### src/logic/cvrc_pkg.sv
/*
 * constants shared by the converter run-control block: register map,
 * field positions, reset values, command codes, timer length, states.
 * assumes a 250 MHz pclk and a 32-bit apb register bus.
 */
package cvrc_pkg;

    // ------------------------------------------------------------------
    // register map (byte addresses)
    // ------------------------------------------------------------------
    localparam logic [7:0] ADDR_CMD = 8'h00;
    localparam logic [7:0] ADDR_STATUS = 8'h04;
    localparam logic [7:0] ADDR_IRQ_STAT = 8'h08;
    localparam logic [7:0] ADDR_IRQ_MASK = 8'h0C;

    // ------------------------------------------------------------------
    // command word fields and codes (code = top three command bits)
    // ------------------------------------------------------------------
    localparam int CMD_LSB = 5;
    localparam int DLO_LSB = 8;
    localparam int DHI_LSB = 16;
    localparam int CODE_LSB = 3;
    localparam int FLAG_POS = 2;
    localparam logic [2:0] CMD_ON = 3'h0;
    localparam logic [2:0] CMD_SETUP = 3'h1;
    localparam logic [2:0] CMD_READ = 3'h2;
    localparam logic [2:0] CMD_OFF = 3'h3;

    // ------------------------------------------------------------------
    // status fields, interrupt bits, reset values
    // ------------------------------------------------------------------
    localparam int ST_PINS_LSB = 6;
    localparam int ST_SEQ_LSB = 10;
    localparam int IRQ_SHUT = 0;
    localparam int IRQ_RUN = 1;
    localparam int IRQ_PGDONE = 2;
    localparam int IRQ_REFUSE = 3;
    localparam int IRQ_W = 4;
    localparam logic [IRQ_W-1:0] IRQ_RESET = 4'h0;
    localparam logic [4:0] CODE_RESET = 5'h1F;

    // ------------------------------------------------------------------
    // power-ok low pulse: 50 us at 250 MHz
    // ------------------------------------------------------------------
    localparam int TMR_W = 16;
    localparam int unsigned PG_PULSE_NS = 50000;
    localparam int unsigned CLK_MHZ = 250;
    localparam int unsigned PG_CYCLES_INT = PG_PULSE_NS * CLK_MHZ / 1000;
    localparam logic [TMR_W-1:0] PG_PULSE_CYCLES = TMR_W'(PG_CYCLES_INT);

    // on/off pair tracker
    typedef enum logic [1:0] {
        SEQ_IDLE = 2'b00,
        SEQ_ON1 = 2'b01,
        SEQ_OFF1 = 2'b10
    } cvrc_seq_t;

endpackage

### src/logic/cvrc_pulse_timer.sv
/*
 * retriggerable down-counter that holds a pulse for a fixed cycle count.
 * assumes the trigger is a one-cycle pulse from logic on the same clock.
 */
module cvrc_pulse_timer #(
    parameter logic [cvrc_pkg::TMR_W-1:0] CYCLES = cvrc_pkg::PG_PULSE_CYCLES
) (
    // clock and reset
    input wire logic pclk,
    input wire logic presetn,
    // control
    input wire logic trigger,
    // state
    output logic active,
    output logic done,
    output logic [cvrc_pkg::TMR_W-1:0] remaining
);
    import cvrc_pkg::*;

    // ------------------------------------------------------------------
    // count
    // ------------------------------------------------------------------
    logic [TMR_W-1:0] next_remaining;

    // a trigger mid-pulse reloads, so the pulse runs its full length again
    assign next_remaining = trigger ? CYCLES :
                            (remaining != '0) ? remaining - 1'b1 : remaining;
    assign active = remaining != '0;
    assign done = (remaining == {{(TMR_W-1){1'b0}}, 1'b1}) && !trigger;

    // counter register
    always_ff @(posedge pclk or negedge presetn) begin
        if (!presetn) begin
            remaining <= '0;
        end else begin
            remaining <= next_remaining;
        end
    end

endmodule

### src/logic/cvrc_run_control.sv
/*
 * converter run control: on/off pair tracker, divider code registers,
 * shutdown flag, open-drain run and power-ok pins, apb register slave.
 * assumes pins are asynchronous to pclk; open-drain pins are resolved
 * outside from the _oe outputs (the _out outputs are always low).
 */
// Implementation choices: the register addresses and the APB slave port.
// Function
// - select high picks register one, low zero
// - shutdown flag is nand of run, on
// - flag high drives all run pins low
// - flag low releases run pins to float
// - flag falling starts 50 us power-ok low
// - select change while running restarts pulse
// - reset leaves command tracker idle
// - reset loads both divider codes all ones
// - reset forces the shutdown flag high
// - reduced-pin variant treats run as high
// - two ons set state once codes were set up, two offs clear
// - status bit sits below divider code
// - setup refused while run and on high
module cvrc_run_control #(
    parameter logic [cvrc_pkg::TMR_W-1:0] PG_PULSE_CYCLES = cvrc_pkg::PG_PULSE_CYCLES,
    parameter logic REDUCED_PINS = 1'b0
) (
    // clock and reset
    input wire logic pclk,
    input wire logic presetn,
    // apb slave
    input wire logic psel,
    input wire logic penable,
    input wire logic pwrite,
    input wire logic [7:0] paddr,
    input wire logic [31:0] pwdata,
    output logic [31:0] prdata,
    output logic pready,
    output logic pslverr,
    // control pins
    input wire logic global_run_input,
    input wire logic select_in,
    // open-drain converter run pins
    input wire logic run_cpu_in,
    output logic run_cpu_out,
    output logic run_cpu_oe,
    input wire logic run_io_in,
    output logic run_io_out,
    output logic run_io_oe,
    input wire logic run_clk_in,
    output logic run_clk_out,
    output logic run_clk_oe,
    // open-drain power-ok pin
    input wire logic power_ok_in,
    output logic power_ok_out,
    output logic power_ok_oe,
    // divider and interrupt
    output logic [4:0] divider_code,
    output logic irq
);
    import cvrc_pkg::*;

    // ------------------------------------------------------------------
    // declarations
    // ------------------------------------------------------------------
    logic run_meta, run_s, sel_meta, sel_s, sel_prev, flag_prev;
    logic [3:0] pin_meta, pin_s;
    logic run_eff, converters_off_flag, bus_on_state, armed, locked;
    cvrc_seq_t seq, next_seq;
    logic next_bus_on, next_armed;
    logic [4:0] reg0, reg1, next_reg0, next_reg1, next_code;
    logic sel_toggle, flag_fell, flag_rose, pulse_trig;
    logic pulse_active, pulse_done, next_pok_oe;
    logic [TMR_W-1:0] pulse_left;
    logic [IRQ_W-1:0] irq_stat, irq_mask, irq_ev, irq_clr;
    logic setup_ok, setup_refused;
    logic [31:0] rd_mux, status_word;

    // readback byte: code on top, status below it, two zero bits last
    function automatic logic [7:0] rb_byte(input logic [4:0] code,
                                           input logic flag);
        rb_byte = {code, flag, 2'b00};
    endfunction

    // ------------------------------------------------------------------
    // pin synchronisers
    // ------------------------------------------------------------------
    // two flops each; only the second stage is looked at anywhere
    always_ff @(posedge pclk or negedge presetn) begin
        if (!presetn) begin
            run_meta <= 1'b0;
            run_s <= 1'b0;
            sel_meta <= 1'b0;
            sel_s <= 1'b0;
            pin_meta <= 4'h0;
            pin_s <= 4'h0;
        end else begin
            run_meta <= global_run_input;
            run_s <= run_meta;
            sel_meta <= select_in;
            sel_s <= sel_meta;
            pin_meta <= {power_ok_in, run_clk_in, run_io_in, run_cpu_in};
            pin_s <= pin_meta;
        end
    end

    // ------------------------------------------------------------------
    // apb decode
    // ------------------------------------------------------------------
    wire setup_ph = psel && !penable;
    wire access = psel && penable;
    wire hit_cmd = paddr == ADDR_CMD;
    wire hit_st = paddr == ADDR_STATUS;
    wire hit_is = paddr == ADDR_IRQ_STAT;
    wire hit_im = paddr == ADDR_IRQ_MASK;
    wire mapped = hit_cmd || hit_st || hit_is || hit_im;
    wire wr = access && pwrite && mapped;
    wire cmd_wr = wr && hit_cmd;
    wire rb_rd = access && !pwrite && hit_cmd;
    wire [2:0] cmd_code = pwdata[CMD_LSB +: 3];

    // zero-wait slave; unmapped addresses answer with an error
    assign pready = 1'b1;
    assign pslverr = access && !mapped;

    // ------------------------------------------------------------------
    // command decode
    // ------------------------------------------------------------------
    wire is_on = cmd_wr && cmd_code == CMD_ON;
    wire is_off = cmd_wr && cmd_code == CMD_OFF;
    wire is_setup = cmd_wr && cmd_code == CMD_SETUP;
    // a read-back access is a protocol too, so it breaks a pending pair
    wire is_other = is_setup || rb_rd || (cmd_wr && cmd_code == CMD_READ);

    // ------------------------------------------------------------------
    // on/off pair tracker
    // ------------------------------------------------------------------
    // on commands count only once the codes were set up once
    always_comb begin
        next_seq = seq;
        next_bus_on = bus_on_state;
        if (is_on && armed) begin
            if (seq == SEQ_ON1) begin
                next_bus_on = 1'b1;
                next_seq = SEQ_IDLE;
            end else begin
                next_seq = SEQ_ON1;
            end
        end else if (is_off) begin
            if (seq == SEQ_OFF1) begin
                next_bus_on = 1'b0;
                next_seq = SEQ_IDLE;
            end else begin
                next_seq = SEQ_OFF1;
            end
        end else if (is_other || is_on) begin
            next_seq = SEQ_IDLE;
        end
    end

    // tracker state; reset parks it idle with the converters off
    always_ff @(posedge pclk or negedge presetn) begin
        if (!presetn) begin
            seq <= SEQ_IDLE;
            bus_on_state <= 1'b0;
        end else begin
            seq <= next_seq;
            bus_on_state <= next_bus_on;
        end
    end

    // ------------------------------------------------------------------
    // divider code registers
    // ------------------------------------------------------------------
    assign locked = run_eff && bus_on_state;
    assign setup_ok = is_setup && !locked;
    assign setup_refused = is_setup && locked;
    assign next_reg0 = setup_ok ? pwdata[DLO_LSB + CODE_LSB +: 5] : reg0;
    assign next_reg1 = setup_ok ? pwdata[DHI_LSB + CODE_LSB +: 5] : reg1;
    assign next_armed = armed || setup_ok;
    assign next_code = sel_s ? reg1 : reg0;

    // registers and the code on the pins
    always_ff @(posedge pclk or negedge presetn) begin
        if (!presetn) begin
            reg0 <= CODE_RESET;
            reg1 <= CODE_RESET;
            armed <= 1'b0;
            divider_code <= CODE_RESET;
        end else begin
            reg0 <= next_reg0;
            reg1 <= next_reg1;
            armed <= next_armed;
            divider_code <= next_code;
        end
    end

    // ------------------------------------------------------------------
    // shutdown flag and pulse triggers
    // ------------------------------------------------------------------
    assign run_eff = REDUCED_PINS ? 1'b1 : run_s;
    assign converters_off_flag = !(run_eff && bus_on_state);
    assign sel_toggle = sel_s ^ sel_prev;
    assign flag_fell = flag_prev && !converters_off_flag;
    assign flag_rose = !flag_prev && converters_off_flag;
    // select moves while shut down are not worth a pulse
    assign pulse_trig = flag_fell || (sel_toggle && !converters_off_flag);

    // previous samples for edge detection
    always_ff @(posedge pclk or negedge presetn) begin
        if (!presetn) begin
            sel_prev <= 1'b0;
            flag_prev <= 1'b1;
        end else begin
            sel_prev <= sel_s;
            flag_prev <= converters_off_flag;
        end
    end

    // power-ok low pulse timer
    cvrc_pulse_timer #(
        .CYCLES(PG_PULSE_CYCLES)
    ) u_timer (
        .pclk(pclk),
        .presetn(presetn),
        .trigger(pulse_trig),
        .active(pulse_active),
        .done(pulse_done),
        .remaining(pulse_left)
    );

    // ------------------------------------------------------------------
    // open-drain pins
    // ------------------------------------------------------------------
    // trigger term covers the cycle before the timer shows active
    assign next_pok_oe = converters_off_flag || pulse_active || pulse_trig;
    assign run_cpu_out = 1'b0;
    assign run_io_out = 1'b0;
    assign run_clk_out = 1'b0;
    assign power_ok_out = 1'b0;

    // drive low while shut down or, for power-ok, during the pulse; float otherwise
    always_ff @(posedge pclk or negedge presetn) begin
        if (!presetn) begin
            run_cpu_oe <= 1'b1;
            run_io_oe <= 1'b1;
            run_clk_oe <= 1'b1;
            power_ok_oe <= 1'b1;
        end else begin
            run_cpu_oe <= converters_off_flag;
            run_io_oe <= converters_off_flag;
            run_clk_oe <= converters_off_flag;
            power_ok_oe <= next_pok_oe;
        end
    end

    // ------------------------------------------------------------------
    // interrupts
    // ------------------------------------------------------------------
    assign irq_ev = {setup_refused, pulse_done, flag_fell, flag_rose};
    assign irq_clr = (wr && hit_is) ? pwdata[IRQ_W-1:0] : IRQ_RESET;

    // sticky status, set beats a same-cycle write-one clear
    always_ff @(posedge pclk or negedge presetn) begin
        if (!presetn) begin
            irq_stat <= IRQ_RESET;
            irq_mask <= IRQ_RESET;
            irq <= 1'b0;
        end else begin
            irq_stat <= (irq_stat & ~irq_clr) | irq_ev;
            if (wr && hit_im) begin
                irq_mask <= pwdata[IRQ_W-1:0];
            end
            irq <= |(((irq_stat & ~irq_clr) | irq_ev) & irq_mask);
        end
    end

    // ------------------------------------------------------------------
    // read data
    // ------------------------------------------------------------------
    assign status_word = {20'h00000, seq, pin_s, pulse_active, sel_s, run_eff,
                          armed, bus_on_state, converters_off_flag};
    assign rd_mux = hit_cmd ? {8'h00, rb_byte(reg1, converters_off_flag),
                               rb_byte(reg0, converters_off_flag), 8'h00} :
                    hit_st ? status_word :
                    hit_is ? {28'h0000000, irq_stat} :
                    hit_im ? {28'h0000000, irq_mask} : 32'h00000000;

    // read data latched in the setup phase, held through access
    always_ff @(posedge pclk or negedge presetn) begin
        if (!presetn) begin
            prdata <= 32'h00000000;
        end else if (setup_ph) begin
            prdata <= rd_mux;
        end
    end
endmodule

### config.mk
export PLATFORM = sky130hd
export DESIGN_NAME = cvrc_run_control
export DESIGN_NICKNAME = d
export VERILOG_FILES = /design/src/logic/cvrc_pkg.sv /design/src/logic/cvrc_pulse_timer.sv /design/src/logic/cvrc_run_control.sv
export SDC_FILE = /design/constraint.sdc
export NUM_CORES = 1
export LEC_CHECK = 0
export BUFFER_PORTS_ARGS = -buffer_cell sky130_fd_sc_hd__buf_2
export CORE_UTILIZATION = 25
export DETAILED_ROUTE_END_ITERATION = 10
export PLACE_DENSITY_LB_ADDON = 0.15
export SLEW_MARGIN = 20
export SYNTH_ARGS = -nofsm -noshare
export SYNTH_HDL_FRONTEND = slang
export SYNTH_HIERARCHICAL = 1
export SYNTH_SLANG_ARGS = --single-unit
### constraint.sdc
create_clock -name pclk -period 1.85 [get_ports pclk]
set_input_delay 0.2775 -clock pclk [delete_from_list [all_inputs] [get_ports pclk]]
set_output_delay 0.2775 -clock pclk [all_outputs]
set_load 0.02 [all_outputs]
==> results of run 1 <==
==> sequential cells by signal, indices dropped and copies added, names as in the netlist, 2 cells and up <==
name / count
prdata: 22
u_timer/remaining: 16
divider_code: 5
reg0: 5
reg1: 5
irq_mask: 4
irq_stat: 4
pin_meta: 4
pin_s: 4
seq: 2
==> layout by cell type, fill, tap and decap left out, drive strengths merged, types with 9 or more instances in the layout <==
master  instances
mux2           22
clkbuf          9
nor3           11
dfstp          17
o31ai          10
a21oi          14
nor2           20
inv            13
dfrtp          64
o21ai          16
conb           15
buf           124
a22o           15
nand2          18
==> worst max-delay path, cell delays in order, from the launching register on <==
cell     delay [ps]
dfrtp_1         400
inv_2            80
ha_4            130
or3b_4          400
buf_6           150
o31ai_4         220
or3_4           160
mux2_4          280
==> logic make-up after synthesis <==
group / Yosys count / share of synthesized area (%)
flip-flops: 81 / 55.4
AO/OA/AOI/OAI: 69 / 13.3
AND/OR/NAND/NOR: 95 / 16.3
buffers and inverters: 36 / 5.82
adder cells (fa/ha/maj): 2 / 0.677
other: 2 / 0.203
multiplexers: 26 / 7.78
XOR/XNOR: 2 / 0.474
==> worst paths after layout <==
check / startpoint / end / cells after the start
max in group asynchronous: presetn / u_timer/remaining[2] / 3
setup / recovery: u_timer/remaining[0] / u_timer/remaining[15] / 7
hold reg to reg: pin_meta[1] / pin_s[1] / 0
min in group asynchronous: presetn / prdata[18] / 2
hold / removal: run_io_in / pin_meta[1] / 1
setup reg to reg: u_timer/remaining[0] / u_timer/remaining[15] / 7
==> timing repair <==
action	in CTS	in global routing
setup endpoints to repair	12	17
setup buffers	1	4
hold endpoints to repair	14	0
gates resized for setup	7	25
hold buffers	1	0
pin swaps	6	10
==> where the power goes <==
group / leakage (nW) / internal (mW) / switching [mW] / total, mW
clock network: 0.153 / 1.07 / 0.797 / 1.87
registers: 1.03 / 1.80 / 0.0128 / 1.82
logic: 1.32 / 0.232 / 0.248 / 0.480
total: 2.50 / 3.11 / 1.06 / 4.16
==> final cells by class <==
type / count / area share [%]
multi-input combinational: 209 / 32.2
inverter: 8 / 0.593
clock buffer: 9 / 4.45
clock inverter: 7 / 1.61
timing repair buffer: 125 / 16.1
tap: 184 / 4.55
sequential: 81 / 40.5
==> layer usage <==
layer  wire (um)  track usage (%)  share of wire [%]  vias up
li1            -                -                  -     1352
met1        4170             16.1                 47     1347
met2        4220             18.5                 48       59
met3         367             3.62                4.1        9
met4         104             4.07                1.2        0
met5           0                0                  0        -
==> flow_metrics.py, run 1 <==
metrics = {
    "run_status": {
        "outcome": "complete, but fails checks",
        "violations": "setup timing",
    },
    "sta": {
        "setup_viol": 10,
        "fin_crit_ps": 1940,
        "whs_ps": 35.6,
        "rsz0062_at_grt": "yes",
        "finalSetupTns_ps": -425,
        "finalCritPeriodShare_pct": 105,
        "fmax_ghz": 0.516,
        "slew_viol_final": 0,
        "finalWorstSetupSlack_ps": -89.0,
        "finClkSkew_ps": 9.94,
        "timing.final.hold_violations": 0,
    },
    "global_route": {
        "antenna_found_initial": 0,
        "grt_max_degree": 31,
        "grt_pass1_wl_mm": 14.0,
        "grt_remaining_overflow": 0,
        "grt_usage_pct": 12.1,
        "grt_pass1_vias": 2705,
    },
    "critical_path": {
        "worstSetupPathType": "reg -> reg",
        "r2r_slack_ps": -90,
        "arrival_ps": 2160,
        "critPathRequiredTime_ps": 2080,
        "end_kind": "flip-flop",
        "crit_fanout": 4,
        "cp-start-kind": "flip-flop",
    },
    "hold_path": {
        "hp-class": "in -> reg",
    },
    "pwr": {
        "p_leak_nw": 2.50,
        "total_power_mw": 4.16,
        "peakVddDrop_mv": 0.508,
        "power_density_nw_per_um2": 823,
    },
    "cells_and_area": {
        "layout.nets": 487,
        "stdcell_area_sq_um": 5060,
        "finish.utilization_pct": 34.9,
        "fin_cells": 623,
        "layout-drive-gt1-share_pct": 50.8,
        "seqCellArea_sq_um": 2050,
        "antenna_cells": 0,
        "multi_input_area_sq_um": 1630,
        "nFillCells": 1480,
        "syn_to_final_growth_pct": 36.9,
    },
    "synthesis": {
        "seq_area_frac_synth_pct": 55.4,
        "netlist_top_cells_count": "dfrtp_1 (64), mux2_2 (21), buf_4 (19), nor2_1 (19)",
        "synthArstFlopShare_pct": 100,
        "synthCells": 313,
        "synth-warning-count": 6,
        "synth_top_area_share_pct": 43.3,
        "ys.flop_type": "dfrtp_1",
        "netlist_area_sq_um": 3700,
        "synthDistinctLibCells": 57,
        "synth_edf_count": 0,
        "netlist_top_cells_area": "dfrtp_1 (43%), dfstp_2 (12%), mux2_2 (6.4%), buf_4 (3.9%), a22o_1 (3.6%)",
        "postSynthAreaPerCell_sq_um": 11.8,
        "yosys.area.top_type": "dfrtp_1",
        "synth-seq-cells": 81,
        "synth_most_common_cell": "dfrtp_1",
    },
    "placement": {
        "post-place-cells": 601,
        "post-place-ws_ps": -133,
        "gp_congestion": 0.765,
        "port-buffer-count": 68,
        "hpwl_mm": 6.44,
        "dpl_cell_area_sq_um": 4560,
    },
    "cts": {
        "insertion_delay_ps": 350,
        "cts_tree": "yes",
        "htree_levels": 3,
        "clk_pin_slew_ps": 70,
        "cts.sinks": 81,
        "cts_made_buffers": 9,
        "clockBufferDepth": 2,
        "cts-root-buf": "clkbuf_16",
    },
    "route": {
        "drtIter0Drc": 125,
        "vias": 2767,
        "first_pass_iters": 4,
        "drc": 0,
        "wl_per_cell_um": 14.2,
        "via_per_inst": 4.44,
        "antenna_left": 0,
        "wirelength_mm": 8.87,
    },
    "die": {
        "die-area_sq_um": 15300,
        "initial_core_util_pct": 25.5,
        "coreArea_sq_um": 14500,
        "num_io_pins": 99,
        "num_rows": 44,
        "fp.dieW_um": 124,
        "die_h_um": 124,
    },
    "flow_run": {
        "maxCapViolCount": 0,
    },
}
(Power assumes the default switching activity.)
==> inputs of run 2 (changes only) <==
CORE_ASPECT_RATIO = 0.6   (was default)
SETUP_SLACK_MARGIN = 0.3   (was default)
==> run 2 against run 1 <==
- the run still ends with setup timing left
- critical path depth fell by 1
- maximum frequency decreased by 2.0%
- total power rose by 1.0%
- cell count rose by 4.5%
- combinational power grew 5.8%
- die area up 0.11%
- core utilization up 1.6 points
- register-to-register slack lost 40 ps
- first-iteration DRC count up 6.4%
- clock power about the same
- largest cell class unchanged
- largest power group unchanged
==> flow_metrics.py, run 2 (synthesis gave the netlist of run 1 again) <==
metrics = {
    "run_status": {
        "outcome": "complete, but fails checks",
        "violations": "setup timing",
    },
    "cells_and_area": {
        "regMostFlops": "prdata",
        "final_common_cell": "buf_2",
        "fin_cells": 651,
        "top_regs": "prdata: 22 flops, u_timer/remaining: 16 flops",
        "final_cell_mix": "buf_2 (67), dfrtp_1 (63), buf_4 (57)",
        "nFillCells": 1474,
        "layout-drive-gt1-share_pct": 53.0,
        "antenna_cells": 0,
        "syn_to_final_growth_pct": 43.0,
        "largest_register_ffs": 22,
        "layout.nets": 501,
    },
    "sta": {
        "setup_viol": 11,
        "finClkSkew_ps": 5.07,
        "fmax_ghz": 0.506,
        "finalCritPeriodShare_pct": 107,
        "finalWorstSetupSlack_ps": -128,
        "relSlewSlack_pct": 63.6,
        "fin_crit_ps": 1980,
        "slew_viol_final": 0,
        "timing.final.hold_violations": 0,
        "tightest_slew_ps": 546,
        "rsz0062_at_grt": "yes",
    },
    "placement": {
        "post-place-cells": 621,
        "hpwl_mm": 6.92,
        "port-buffer-count": 68,
        "post-place-ws_ps": -143,
        "gp_congestion": 0.767,
    },
    "global_route": {
        "grt_util_met3_pct": 4.18,
        "busiest_layer": "met1",
        "grtUsageMet2_pct": 19.0,
        "grt_pass1_vias": 2853,
        "grt_pass1_wl_mm": 15.4,
        "grt_max_degree": 48,
        "groute.layer.met1.usage_pct": 19.0,
        "grt_usage_pct": 13.2,
        "grt_remaining_overflow": 0,
        "antenna_found_initial": 0,
    },
    "cts": {
        "cts-root-buf": "clkbuf_16",
        "clk_pin_slew_ps": 60,
        "cts.sinks": 81,
        "cts_tree": "yes",
        "insertion_delay_ps": 340,
        "htree_levels": 3,
        "cts_made_buffers": 9,
        "clockBufferDepth": 2,
    },
    "route": {
        "drtIter0Drc": 133,
        "via_per_inst": 4.38,
        "wl_per_cell_um": 14.7,
        "antenna_left": 0,
        "first_pass_iters": 4,
        "drc": 0,
        "vias": 2853,
        "wirelength_mm": 9.55,
    },
    "critical_path": {
        "cp-start-kind": "flip-flop",
        "crit_fanout": 4,
        "worstSetupPathType": "reg -> reg",
        "end_kind": "flip-flop",
        "critPathRequiredTime_ps": 2060,
        "arrival_ps": 2190,
    },
    "pwr": {
        "peakVddDrop_mv": 0.415,
        "p_leak_nw": 2.59,
        "power_density_nw_per_um2": 796,
    },
    "die": {
        "fp.dieW_um": 159,
        "coreArea_sq_um": 14500,
        "num_io_pins": 99,
        "die-area_sq_um": 15300,
        "num_rows": 34,
        "initial_core_util_pct": 25.6,
        "die_h_um": 96.2,
    },
    "hold_path": {
        "hp-class": "in -> reg",
    },
    "flow_run": {
        "maxCapViolCount": 0,
    },
}
run 2: cell types whose count changed in the layout (fill, tap and decap cells not counted), moves of 3 or more:
| cell | change |
|---|---|
| nor3_1 | +3 |
| buf_4 | +5 |
| mux2_2 | -10 |
| mux2_4 | +10 |
| inv_6 | -3 |
| buf_6 | +9 |
| nor3_2 | -3 |
| clkbuf_8 | +3 |
run 2: repair_timing:
item	in CTS	in global routing
setup endpoints to repair	30	30
setup buffers	7	6
hold buffers	1	0
pin swaps	9	5
gates resized for setup	15	25
hold endpoints to repair	32	0
run 2: path summary, 6_finish.rpt:
check                                           from              endpoint  depth (start not counted)  slack [ps]
worst max register to register  u_timer/remaining[1]  u_timer/remaining[6]                          6        -130
min in group asynchronous                    presetn              pin_s[1]                          3         470
max in group asynchronous                    presetn            run_clk_oe                          3         910
worst max-delay path            u_timer/remaining[1]  u_timer/remaining[6]                          6        -130
worst min-delay path                      run_cpu_in           pin_meta[0]                          1          40
worst min register to register           pin_meta[2]              pin_s[2]                          0         350
run 2: critical path, cell delays in order, from the launching register on:
cell and delay, ps:
dfrtp_1 400, inv_2 80, ha_4 140, or3b_4 410, or3_4 350, o21ai_2 110
or3b_1 360
run 2: through the flow:
stage          utilization (%)  cell area, sq um  hold slack, ps  power (mW)  setup TNS, ps
6_report                  36.5              5290            44.1        4.21           -705
5_1_grt                   36.5              5290            22.3        4.41          -1700
4_1_cts                   35.6              5140            27.2        4.26           -755
3_5_place_dp              32.6              4710             276        2.29           -874
3_3_place_gp              32.6              4710             277        2.28           -731
2_1_floorplan                -              3850           -18.1        2.10           -357
run 2: metal layers:
| metal | wire length, um | share of wire (%) |
|---|---|---|
| met5 | 0 | 0 |
| met3 | 467 | 4.9 |
| met4 | 65 | 0.68 |
| met1 | 5090 | 53 |
| met2 | 3930 | 41 |
run 2: final cells by class:
cell class,instances,area [sq um],area share (%)
Inverter,8,30.0,0.568
Timing Repair Buffer,139,957,18.1
Tap cell,198,248,4.69
Sequential cell,81,2050,38.8
Clock inverter,3,46.3,0.876
Clock buffer,13,270,5.11
Multi-Input combinational cell,209,1690,31.9
run 2: power breakdown:
| group | internal (mW) | total (mW) | switching (mW) |
|---|---|---|---|
| registers | 1.80 | 1.81 | 0.0114 |
| clock network | 1.16 | 1.88 | 0.722 |
| logic | 0.246 | 0.508 | 0.262 |
| total | 3.21 | 4.21 | 0.995 |
